[src/inc/tcoc_pkg.sv]
/*
 * Package of the timer capture and output control block: register
 * addresses, field positions, reset values, edge and clock codes.
 * Assumes an 8-bit register port with 16-bit addresses.
 */
package tcoc_pkg;
   // Register addresses
   localparam logic [15:0] CCC_ADDR = 16'hff6a;   // capture_compare_control
   localparam logic [15:0] TOC_ADDR = 16'hff6b;   // timer_output_control
   localparam logic [15:0] PSC_ADDR = 16'hff7f;   // count_clock_and_edge_select
   // Reset values
   localparam logic [7:0]  CCC_RST  = 8'h00;
   localparam logic [7:0]  TOC_RST  = 8'h00;
   localparam logic [7:0]  PSC_RST  = 8'h00;
   // capture_compare_control fields
   localparam int FIRST_ROLE_BIT    = 0;
   localparam int FIRST_TRIG_BIT    = 1;
   localparam int SECOND_ROLE_BIT   = 2;
   // timer_output_control fields
   localparam int OUT_EN_BIT        = 0;
   localparam int FIRST_INV_BIT     = 1;
   localparam int LVL_RESET_BIT     = 2;
   localparam int LVL_SET_BIT       = 3;
   localparam int SECOND_INV_BIT    = 4;
   localparam int ONESHOT_MODE_BIT  = 5;
   localparam int SOFT_TRIG_BIT     = 6;
   // count_clock_and_edge_select fields
   localparam int CLK_SEL_LSB       = 0;
   localparam int FIRST_EDGE_LSB    = 4;
   localparam int SECOND_EDGE_LSB   = 6;
   // Valid-edge codes
   localparam logic [1:0] EDGE_FALL = 2'b00;
   localparam logic [1:0] EDGE_RISE = 2'b01;
   localparam logic [1:0] EDGE_BOTH = 2'b11;
   // Count clock codes
   localparam logic [1:0] CLK_DIV2   = 2'b00;
   localparam logic [1:0] CLK_DIV4   = 2'b01;
   localparam logic [1:0] CLK_DIV256 = 2'b10;
   localparam logic [1:0] CLK_EXT    = 2'b11;
   // Prescaler terminal counts
   localparam logic [7:0] DIV2_MASK   = 8'h01;
   localparam logic [7:0] DIV4_MASK   = 8'h03;
   localparam logic [7:0] DIV256_MASK = 8'hff;

   // Counter operating mode, supplied by the mode register outside
   typedef enum logic [1:0] {
      MODE_STOP      = 2'b00,
      MODE_FREE      = 2'b01,
      MODE_CLR_EDGE  = 2'b10,
      MODE_CLR_MATCH = 2'b11
   } tcoc_mode_t;

   // Status coming from the up_counter and its comparators
   typedef struct packed {
      tcoc_mode_t mode;          // Operating mode
      logic       firstMatch;    // Counter equals first register, pulse
      logic       secondMatch;   // Counter equals second register, pulse
      logic       overflow;      // Counter wraps, pulse
   } tcoc_cnt_t;

   // Events and levels sent to the counter datapath
   typedef struct packed {
      logic countTick;           // Count clock enable, pulse
      logic firstCapture;        // Load first register, pulse
      logic secondCapture;       // Load second register, pulse
      logic clearStart;          // Clear and restart counter, pulse
      logic firstIsCapture;      // First register role, level
      logic secondIsCapture;     // Second register role, level
   } tcoc_evt_t;
endpackage

[src/tcoc_top.sv]
/*
 * Timer capture and output control: register roles and capture triggers,
 * output flip-flop with one-shot control, prescaler and input edge logic.
 * Assumes an external up_counter that consumes the events and reports
 * its mode, matches and overflow on the same clock.
 */
`timescale 1ns/1ps

// Operation
// - Second register compares when role bit is 0, captures when 1.
// - First register trigger: second pin edge at 0, first pin opposite edge at 1.
// - First register compares when role bit is 0, captures when 1.
// - No capture from first pin edges when its valid edge is both edges.
// - Capture trigger sampled by count clock; short pulses rejected.
// - Writing 1 to soft trigger fires one-shot; bit reads 0.
// - One-shot mode bit: 0 successive pulses, 1 one-shot.
// - One-shot works only in free-running and clear-on-edge modes.
// - Output inverts on second match when its enable is 1.
// - Output inverts on first match when its enable is 1.
// - Level field 01 resets, 10 sets output; bits read 0.
// - Output pin forced 0 when output enable is 0.
// - Each pin has edge code: 00 fall, 01 rise, 11 both.
// - Count clock is main clock /2, /4, /256 or first pin edge.
// - Pin high after reset gives a rising edge at first enable only.
module tcoc_top (
   input  wire logic              mclk,        // Main clock, 25 MHz
   input  wire logic              reset,       // Synchronous reset, high
   input  wire logic [15:0]       regAddr,     // Register address
   input  wire logic [7:0]        regWdata,    // Register write data
   input  wire logic              regWr,       // Write strobe
   input  wire logic              regRd,       // Read strobe
   output logic      [7:0]        regRdata,    // Read data, next cycle
   input  wire logic              firstInputPin,  // Asynchronous input pin
   input  wire logic              secondInputPin, // Asynchronous input pin
   input  wire tcoc_pkg::tcoc_cnt_t cntIn,     // Counter status
   output tcoc_pkg::tcoc_evt_t    evtOut,      // Counter events and roles
   output logic                   timerOutputPin // Timer output pin
);

   // Edge hit for a two-bit valid-edge code
   function automatic logic edgeHit(input logic [1:0] sel,
                                    input logic rise,
                                    input logic fall);
      logic hit;
      case (sel)
         tcoc_pkg::EDGE_FALL: hit = fall;
         tcoc_pkg::EDGE_RISE: hit = rise;
         tcoc_pkg::EDGE_BOTH: hit = rise | fall;
         default:             hit = 1'b0;   // Prohibited code
      endcase
      return hit;
   endfunction

   logic [2:0] ccc_ff;          // Role and trigger selects
   logic       outEn_ff;        // Output enable
   logic       firstInv_ff;     // First match invert enable
   logic       secondInv_ff;    // Second match invert enable
   logic       oneshotMode_ff;  // One-shot mode select
   logic [7:0] psc_ff;          // Edge and count clock selects
   logic [1:0] pinS1_ff;        // Synchroniser stage 1
   logic [1:0] pinS2_ff;        // Synchroniser stage 2
   logic [1:0] pinS3_ff;        // Synchroniser stage 3
   logic [1:0] pinLvl_ff;       // Agreed pin level
   logic       extPrev_ff;      // Previous first pin level, clock path
   logic [1:0] smp_ff;          // Level seen at last count tick
   logic [1:0] filt_ff;         // Filtered pin level
   logic [1:0] filtPrev_ff;     // Previous filtered level
   logic       seenRun_ff;      // Counter has run since reset
   logic [7:0] div_ff;          // Prescaler counter
   logic       armed_ff;        // One-shot window open
   logic       outFf_ff;        // Timer output flip-flop
   logic       softTrig;        // Soft trigger write
   logic       run;             // Counter running
   logic       tick;            // Count clock this cycle
   logic       extEdge;         // First pin valid edge, unfiltered
   logic [1:0] rise;            // Filtered rising edges
   logic [1:0] fall;            // Filtered falling edges
   logic       firstValid;      // First pin filtered valid edge
   logic       secondValid;     // Second pin filtered valid edge
   logic       firstOpp;        // First pin opposite-phase edge
   logic       invAllow;        // Inversions allowed now
   logic       nxt_outFf;       // Next output flip-flop
   logic       nxt_outEn;       // Next output enable
   logic       oneshotStart;    // One-shot start request

   wire  [1:0] firstEdge  = psc_ff[tcoc_pkg::FIRST_EDGE_LSB +: 2];
   wire  [1:0] secondEdge = psc_ff[tcoc_pkg::SECOND_EDGE_LSB +: 2];
   wire  [1:0] clkSel     = psc_ff[tcoc_pkg::CLK_SEL_LSB +: 2];
   wire        firstBoth  = (firstEdge == tcoc_pkg::EDGE_BOTH);

   assign run = (cntIn.mode != tcoc_pkg::MODE_STOP);
   assign softTrig = regWr && (regAddr == tcoc_pkg::TOC_ADDR)
                     && regWdata[tcoc_pkg::SOFT_TRIG_BIT];

   // Register writes; the timer is assumed stopped for these
   always_ff @(posedge mclk) begin
      if (reset) begin
         ccc_ff         <= tcoc_pkg::CCC_RST[2:0];
         outEn_ff       <= tcoc_pkg::TOC_RST[tcoc_pkg::OUT_EN_BIT];
         firstInv_ff    <= tcoc_pkg::TOC_RST[tcoc_pkg::FIRST_INV_BIT];
         secondInv_ff   <= tcoc_pkg::TOC_RST[tcoc_pkg::SECOND_INV_BIT];
         oneshotMode_ff <= tcoc_pkg::TOC_RST[tcoc_pkg::ONESHOT_MODE_BIT];
         psc_ff         <= tcoc_pkg::PSC_RST;
      end else if (regWr) begin
         case (regAddr)
            tcoc_pkg::CCC_ADDR: ccc_ff <= regWdata[2:0];
            tcoc_pkg::TOC_ADDR: begin
               outEn_ff       <= regWdata[tcoc_pkg::OUT_EN_BIT];
               firstInv_ff    <= regWdata[tcoc_pkg::FIRST_INV_BIT];
               secondInv_ff   <= regWdata[tcoc_pkg::SECOND_INV_BIT];
               oneshotMode_ff <= regWdata[tcoc_pkg::ONESHOT_MODE_BIT];
            end
            tcoc_pkg::PSC_ADDR: psc_ff <= regWdata & 8'hf3;
            default: ;
         endcase
      end
   end

   // Read data; level bits and soft trigger read 0
   always_ff @(posedge mclk) begin
      if (reset) begin
         regRdata <= 8'h00;
      end else if (regRd) begin
         case (regAddr)
            tcoc_pkg::CCC_ADDR: regRdata <= {5'h00, ccc_ff};
            tcoc_pkg::TOC_ADDR: regRdata <= {2'b00, oneshotMode_ff,
                                             secondInv_ff, 2'b00,
                                             firstInv_ff, outEn_ff};
            tcoc_pkg::PSC_ADDR: regRdata <= psc_ff;
            default:            regRdata <= 8'h00;
         endcase
      end else begin
         regRdata <= 8'h00;
      end
   end

   // Three-stage pin synchroniser; level changes when stages 2 and 3 agree
   always_ff @(posedge mclk) begin
      if (reset) begin
         pinS1_ff  <= 2'b00;
         pinS2_ff  <= 2'b00;
         pinS3_ff  <= 2'b00;
         pinLvl_ff <= 2'b00;
      end else begin
         pinS1_ff <= {secondInputPin, firstInputPin};
         pinS2_ff <= pinS1_ff;
         pinS3_ff <= pinS2_ff;
         for (int i = 0; i < 2; i++) begin
            if (pinS2_ff[i] == pinS3_ff[i]) begin
               pinLvl_ff[i] <= pinS2_ff[i];
            end
         end
      end
   end

   // Prescaler counter runs only while the counter runs
   always_ff @(posedge mclk) begin
      if (reset || !run) begin
         div_ff <= 8'h00;
      end else begin
         div_ff <= div_ff + 8'h01;
      end
   end

   // External clock edge uses the main-clock sampled level
   always_ff @(posedge mclk) begin
      if (reset) begin
         extPrev_ff <= 1'b0;
      end else begin
         extPrev_ff <= pinLvl_ff[0];
      end
   end

   assign extEdge = edgeHit(firstEdge, pinLvl_ff[0] & ~extPrev_ff,
                            ~pinLvl_ff[0] & extPrev_ff);

   // Count clock selection
   always_comb begin
      case (clkSel)
         tcoc_pkg::CLK_DIV2:   tick = (div_ff & tcoc_pkg::DIV2_MASK)
                                      == tcoc_pkg::DIV2_MASK;
         tcoc_pkg::CLK_DIV4:   tick = (div_ff & tcoc_pkg::DIV4_MASK)
                                      == tcoc_pkg::DIV4_MASK;
         tcoc_pkg::CLK_DIV256: tick = (div_ff == tcoc_pkg::DIV256_MASK);
         default:              tick = extEdge;
      endcase
      tick = tick & run;
   end

   // Remember that the counter has run once since reset
   always_ff @(posedge mclk) begin
      if (reset) begin
         seenRun_ff <= 1'b0;
      end else if (run) begin
         seenRun_ff <= 1'b1;
      end
   end

   // Noise filter: level accepted after two equal count clock samples
   // Levels start at 0 so a high pin gives a rising edge at first run,
   // while a stop after that tracks the pin to hide it
   always_ff @(posedge mclk) begin
      if (reset) begin
         smp_ff      <= 2'b00;
         filt_ff     <= 2'b00;
         filtPrev_ff <= 2'b00;
      end else if (!run) begin
         if (seenRun_ff) begin
            smp_ff      <= pinLvl_ff;
            filt_ff     <= pinLvl_ff;
            filtPrev_ff <= pinLvl_ff;
         end
      end else begin
         filtPrev_ff <= filt_ff;
         if (tick) begin
            smp_ff <= pinLvl_ff;
            for (int i = 0; i < 2; i++) begin
               if (smp_ff[i] == pinLvl_ff[i]) begin
                  filt_ff[i] <= pinLvl_ff[i];
               end
            end
         end
      end
   end

   assign rise = filt_ff & ~filtPrev_ff;
   assign fall = ~filt_ff & filtPrev_ff;

   // Valid edges per pin selector
   assign firstValid  = edgeHit(firstEdge, rise[0], fall[0]);
   assign secondValid = edgeHit(secondEdge, rise[1], fall[1]);
   // Opposite phase of the first pin edge; none with both edges
   assign firstOpp = (firstEdge == tcoc_pkg::EDGE_FALL) ? rise[0] :
                     (firstEdge == tcoc_pkg::EDGE_RISE) ? fall[0] : 1'b0;

   // One-shot start: soft trigger, or pin edge in clear-on-edge mode
   assign oneshotStart = oneshotMode_ff && run &&
                         (softTrig ||
                          (cntIn.mode == tcoc_pkg::MODE_CLR_EDGE && firstValid));

   // One-shot window, never opened in clear-on-match mode
   always_ff @(posedge mclk) begin
      if (reset || !oneshotMode_ff ||
          cntIn.mode == tcoc_pkg::MODE_CLR_MATCH ||
          cntIn.mode == tcoc_pkg::MODE_STOP) begin
         armed_ff <= 1'b0;
      end else if (oneshotStart) begin
         armed_ff <= 1'b1;
      end else if (cntIn.overflow) begin
         armed_ff <= 1'b0;
      end
   end

   assign invAllow = !oneshotMode_ff || armed_ff;

   // Output flip-flop: any timer_output_control write wins, else match inversions
   always_comb begin
      nxt_outFf = outFf_ff;
      nxt_outEn = outEn_ff;
      if (regWr && regAddr == tcoc_pkg::TOC_ADDR) begin
         nxt_outEn = regWdata[tcoc_pkg::OUT_EN_BIT];
         case ({regWdata[tcoc_pkg::LVL_SET_BIT],
                regWdata[tcoc_pkg::LVL_RESET_BIT]})
            2'b01:   nxt_outFf = 1'b0;
            2'b10:   nxt_outFf = 1'b1;
            default: nxt_outFf = outFf_ff;
         endcase
      end else if (invAllow) begin
         nxt_outFf = outFf_ff
                     ^ (cntIn.secondMatch & secondInv_ff)
                     ^ (cntIn.firstMatch & firstInv_ff);
      end
   end

   // Output flip-flop and gated pin, both registered
   always_ff @(posedge mclk) begin
      if (reset) begin
         outFf_ff       <= 1'b0;
         timerOutputPin <= 1'b0;
      end else begin
         outFf_ff       <= nxt_outFf;
         timerOutputPin <= nxt_outEn & nxt_outFf;
      end
   end

   // Counter events and register roles
   always_ff @(posedge mclk) begin
      if (reset) begin
         evtOut <= '0;
      end else begin
         evtOut.countTick       <= tick;
         evtOut.firstIsCapture  <= ccc_ff[tcoc_pkg::FIRST_ROLE_BIT];
         evtOut.secondIsCapture <= ccc_ff[tcoc_pkg::SECOND_ROLE_BIT];
         evtOut.firstCapture    <= run && ccc_ff[tcoc_pkg::FIRST_ROLE_BIT] &&
                                   (ccc_ff[tcoc_pkg::FIRST_TRIG_BIT] ?
                                    firstOpp : secondValid);
         evtOut.secondCapture   <= run && ccc_ff[tcoc_pkg::SECOND_ROLE_BIT] &&
                                   !firstBoth && firstValid;
         evtOut.clearStart      <= oneshotStart ||
                                   (run && cntIn.mode == tcoc_pkg::MODE_CLR_EDGE
                                    && firstValid);
      end
   end

endmodule

[config.mk]
export PLATFORM = sky130hd
export DESIGN_NAME = tcoc_top
export DESIGN_NICKNAME = d
export VERILOG_FILES = /design/src/inc/tcoc_pkg.sv /design/src/tcoc_top.sv
export SDC_FILE = /design/constraint.sdc
export NUM_CORES = 1
export LEC_CHECK = 0
export BUFFER_PORTS_ARGS = -buffer_cell sky130_fd_sc_hd__buf_2
export CAP_MARGIN = 20
export CORE_MARGIN = 5
export CORE_UTILIZATION = 44
export DETAILED_ROUTE_END_ITERATION = 8
export PLACE_DENSITY = 0.69
export REMOVE_ABC_BUFFERS = 1
export SLEW_MARGIN = 40
export SYNTH_ARGS = -nofsm -noshare
export SYNTH_HDL_FRONTEND = slang
export SYNTH_SLANG_ARGS = --single-unit
[constraint.sdc]
create_clock -name mclk -period 1.7 [get_ports mclk]
set_clock_uncertainty 0.05 [all_clocks]
set_input_delay 0.17 -clock mclk [delete_from_list [all_inputs] [get_ports mclk]]
set_output_delay 0.17 -clock mclk [all_outputs]
set_load 0.02 [all_outputs]
* After elaboration in Yosys (flattened, before gate mapping)
Index checks and enable logic that the tools add are counted.
** Storage, ports and cells
- Bits in read-only memories :: 0
- RAM bits :: 0
- Memories kept :: 0
- Latch bits :: 0
- Word-level logic and storage cells :: 127
- Flip-flop bits (word level) :: 54
- Bits of input ports :: 35
- Output and inout bits :: 15
** Cells by class
- Multipliers :: 0
- Bitwise gates (word level) :: 18
- Reductions and logical operators :: 36
- Shift operators :: 0
- Divide/modulo/power cells :: 0
- Equality and inequality tests :: 22
- Mux-type cells :: 22
- $add $sub $neg :: 1
- Order comparisons :: 0
** Operators by type and width (number)
- equality test 16 bit, second input constant :: 3
- case mux 8 bit (3 select lines) :: 1
- equality test 2 bit, second input constant :: 7
- logical AND 1 bit :: 12
- two-way mux 2 bit :: 6
- case mux 1 bit (3 select lines) :: 4
- two-way mux 1 bit :: 10
- adder 8 x 1 -> 8 bit, second input constant :: 1
- equality test 2 x 1 -> 1 bit, second input constant :: 4
- equality test 8 bit, second input constant :: 1
- zero test 2 bit :: 4
- AND reduction 2 bit :: 4
- logical OR 1 bit :: 7
- bitwise AND 1 bit :: 6
- != test 2 x 1 -> 1 bit, second input constant :: 3
- AND reduction 3 bit :: 2
- nonzero test 2 bit :: 3
- bitwise AND 2 bit :: 2
- equality test 1 bit :: 4
- inverter 2 bit :: 2
- zero test 1 bit :: 3
- inverter 1 bit :: 3
- OR 1 bit :: 3
- case mux 1 bit (2 select lines) :: 1
- 2 further kinds :: 3

* Logic depth before layout (Yosys ltp)
- Word-level depth :: 8
- Mapped depth :: 7
- Gate-level depth less buffers :: 7

* Least setup slack after synthesis
OpenSTA, ideal clock, no wires.
- Path kind :: reg-to-reg
- Start :: register pinLvl_ff[0]
- End :: register smp_ff[1]
- Library setup time :: 115 ps
- Path slack :: -174 ps
- Stages on the path, launching flop included :: 7
- Period minus slack after synthesis :: 1874 ps
- Path buffers :: 0
- Arrival :: 1709 ps
- Data required time :: 1535 ps
- Path through :: dfxtp_1 inv_1 ha_1 a211oi_1 o41ai_4 and3_1 o21ba_2
** On the way
- Word-level cells in the longest chain between the ends :: 8
- Elaborated cells between the ends (all ways) :: 9
- Classes of those cells :: eq/ne (1); mux (2); bitwise (5); reduce/logical (1)
** RTL lines
- start: declaration :: line tcoc_top.sv:63 : logic [1:0] pinLvl_ff;
- start signal: indexed assignment :: line tcoc_top.sv:150 : pinLvl_ff[i] <= pinS2_ff[i];
- inverter 1 bit :: line tcoc_top.sv:175 : ~pinLvl_ff[0] & extPrev_ff);
- bitwise AND 1 bit :: line tcoc_top.sv:175
- OR 1 bit :: line tcoc_top.sv:48 : tcoc_pkg::EDGE_BOTH: hit = rise | fall;
- case mux 1 bit (3 select lines) (*) :: line tcoc_top.sv:45 : case (sel)
- case mux 1 bit (3 select lines) (*) :: line tcoc_top.sv:179 : case (clkSel)
- bitwise AND 1 bit (*) :: line tcoc_top.sv:187 : tick = tick & run;
- != test 2 x 1 -> 1 bit (no line) (*)
- AND reduction 2 bit (no line) (*)
- end signal: assignment :: line tcoc_top.sv:209 : smp_ff <= pinLvl_ff;
- end signal: assignment :: line tcoc_top.sv:216 : smp_ff <= pinLvl_ff;
- end: declaration :: line tcoc_top.sv:65 : logic [1:0] smp_ff;
Mark *: on every way between the ends. The rest lies on a longest branch, timed or not.
A chain may end at the register's enable or synchronous reset.

* Worst setup path in the final report
Ends and elaborated chain as after synthesis.

==> out/qor.yml <==
outcome:
  outcome: "finished with violations"
  violations: "setup timing"
clock_tree:
  cts_root_buffer: "clkbuf_8"
  htree_levels: 2
  clock_sinks: 53
  worstSkewPairLatency_ns: 0.31
  cts_buffers: 5
  cts_hold_buf: 0
  cts_tree: "done"
  cts.path.max_buffers: 2
  clkTransAtPathRegs_ns: 0.09
timing:
  fin_ws_ns: -0.00221
  hold_viol: 0
  setup_viol: 1
  min_period_ns: 1.70
  rsz0062_at_grt: "true"
  fin_crit_sh: 1.00
  clock.fmax_mhz: 587
  slew_viol_final: 0
worst_setup_path:
  reg2regPathDepth: 7
  arrival_ns: 1.86
  critPathMaxFanout: 7
  crit_type: "flip-flop to flip-flop"
  critPathRequiredTime_ns: 1.86
  cp-end-kind: "flip-flop"
  start_kind: "flip-flop"
min_path:
  hold_path_depth: 2
  worstHoldPathType: "input pin to flip-flop"
route:
  drc: 0
  vias: 2060
  dr.pass1.iters: 4
  wirelength_um: 5520
  dr.first_iter.drc_count: 52
  vias_per_cell: 5.14
  wl_per_cell_um: 13.8
  antenna_left: 0
synth:
  synth_top_cell_area_share: 0.440
  yosysSeqAreaShare: 0.440
  ys_async_sr_fraction: 0
  synth_mux_area_frac: 0.0426
  ys.flop_type: "dfxtp_1"
  synth-seq-cells: 53
  ys_types: 50
  synthXorXnorAreaFrac: 0.0218
  synth_most_common_cell: "dfxtp_1"
  synth_top_family_by_area: "simple AND/OR/NAND/NOR gates"
  syn-cell-area_mm2: 0.00241
  yosys-top-cells-area: "dfxtp_1, nor2_1, nand2_1"
  synth_area_per_cell_um2: 9.13
  synth_edf_count: 0
  synth-simple-area-share: 0.273
  synth_top_area_cell: "dfxtp_1"
  yosys_warnings: 0
  synth_compound_area_frac: 0.132
  synth_common_cells: "dfxtp_1, nor2_1, nand2_1"
  synthAdderAreaFrac: 0.0415
  synthCells: 264
global_route:
  grt_pass1_vias: 2100
  grt_max_degree: 22
  gr-usage-all-layers: 0.161
  grt_pass1_wl_um: 9360
  antenna_found_initial: 0
  grt_overflow: 0
pwr:
  pwr-share-seq: 0.518
  peakVddDrop_mv: 0.503
  swShare: 0.212
  p_per_area_mw_per_mm2: 783
  pwr-share-comb: 0.073
  p_leak_nw: 1.27
  clkPwrFrac: 0.408
  cellInternalPower_mw: 1.92
  power_switching_mw: 0.517
  total_power_mw: 2.44
layout:
  antenna_cells: 0
  nNetsFinal: 371
  drive_above_1_share: 0.356
  area_growth_pct: 29.2
  fillers: 512
placed_design:
  dp.final_hpwl_um: 3970
  place_congestion: 0.823
  port-buffer-count: 48
  dp_worst_setup_slack_ns: -0.161
floorplanning:
  die_h_um: 84.0
  coreArea_mm2: 0.00541
  row_count: 27
  design.portCount: 50
  die_area_mm2: 0.00706
  die_w_um: 84.0
  initial_core_util: 0.446
run:
  maxCapViolations: 0
[registers in the layout (all words and copies together) (netlist names), 3 cells and up]
register / count
div_ff: 8
regRdata: 7
evtOut: 6
psc_ff: 6
ccc_ff: 3
[cells in the final DEF (no fill, tap or decap), types with 2 or more instances in the layout]
cell | synthesis | final
a211oi_1 | 3 | 2
a21oi_1 | 17 | 14
a21oi_2 | 0 | 3
a22o_1 | 2 | 2
a22oi_1 | 2 | 2
a32oi_1 | 3 | 2
and2_1 | 7 | 7
and3_1 | 4 | 3
and4_1 | 2 | 2
buf_2 | 1 | 48
buf_4 | 1 | 19
buf_6 | 3 | 2
bufinv_16 | 0 | 2
clkbuf_8 | 0 | 5
dfxtp_1 | 53 | 47
dfxtp_2 | 0 | 5
ha_1 | 8 | 4
ha_4 | 0 | 3
inv_1 | 10 | 7
inv_2 | 0 | 3
mux2_2 | 2 | 2
mux2i_1 | 8 | 8
nand2_1 | 27 | 26
nand2b_1 | 2 | 2
nand3_1 | 16 | 14
nand3_2 | 0 | 2
nand4_1 | 3 | 3
nand4b_1 | 2 | 2
nor2_1 | 28 | 26
nor2b_1 | 11 | 11
nor3_1 | 3 | 2
nor4_1 | 3 | 3
nor4_4 | 2 | 2
nor4b_1 | 2 | 2
o21ai_0 | 4 | 4
o31ai_1 | 2 | 2
xnor2_1 | 4 | 4
xor2_1 | 2 | 2
[critical path, stage by stage (launching register included)]
cell and delay [ns]:
dfxtp_2 0.35, inv_2 0.05, ha_4 0.21, a211oi_4 0.29
o41ai_4 0.11, buf_4 0.17, and3_4 0.17, o21ba_2 0.19
[worst paths after layout]
kind | start | to | slack [ns]
setup / recovery | pinLvl_ff[0] | smp_ff[1] | -0.002
hold reg to reg | pinS1_ff[0] | pinS2_ff[0] | 0.40
hold / removal | firstInputPin | pinS1_ff[0] | 0.02
setup reg to reg | pinLvl_ff[0] | smp_ff[1] | -0.002
[final cells by class]
class | instances | area [um^2] | share of cell area
Inverter | 10 | 37.5 | 0.0121
Clock buffer | 5 | 68.8 | 0.0221
Clock inverter | 3 | 65.1 | 0.0209
Tap cell | 72 | 90.1 | 0.0289
Timing Repair Buffer | 70 | 425 | 0.137
Multi-Input combinational cell | 188 | 1360 | 0.435
Sequential cell | 53 | 1070 | 0.344
[kinds of logic after synthesis]
logic type | count (synthesis)
adders and majority gates | 8
xor gates and xnor gates | 6
other | 1
and+or+nand+nor | 119
AOI/OAI and AO/OA | 44
buffers and inverters | 23
DFF | 53
muxes | 10
[per-stage QoR]
stage | hold slack [ns] | util | cells | area [um^2] | TNS [ns]
2_1_floorplan | 0.187 | - | 251 | 2330 | -0.472
3_3_place_gp | 0.336 | 0.518 | 389 | 2800 | -0.324
3_5_place_dp | 0.338 | 0.518 | 389 | 2800 | -0.512
4_1_cts | 0.00851 | 0.560 | 400 | 3030 | -0.0312
5_1_grt | 0.0396 | 0.576 | 401 | 3110 | -0.239
6_report | 0.0179 | 0.576 | 401 | 3110 | -0.00221
[what timing repair did]
item / CTS / global route
pin swaps: 8 / 9
setup endpoints to repair: 5 / 6
buffers inserted: 3 / 2
resized for setup: 17 / 18
[power by group through the flow]
stage	Sequential (mW)	Combinational (mW)	Clock (mW)
6_report	1.26	0.178	0.996
5_1_grt	1.27	0.200	1.07
2_1_floorplan	1.30	0.0619	0
4_1_cts	1.27	0.169	1.02
3_3_place_gp	1.29	0.159	0
3_5_place_dp	1.29	0.163	0
[metal layers]
metal,vias up,share of wire,track usage,wire (um)
li1,1047,-,-,-
met1,969,0.46,0.205,2520
met2,34,0.49,0.268,2700
met3,10,0.036,0.0365,199
met4,0,0.018,0.0570,101
met5,-,0,0,0
(Power assumes the default switching activity.)
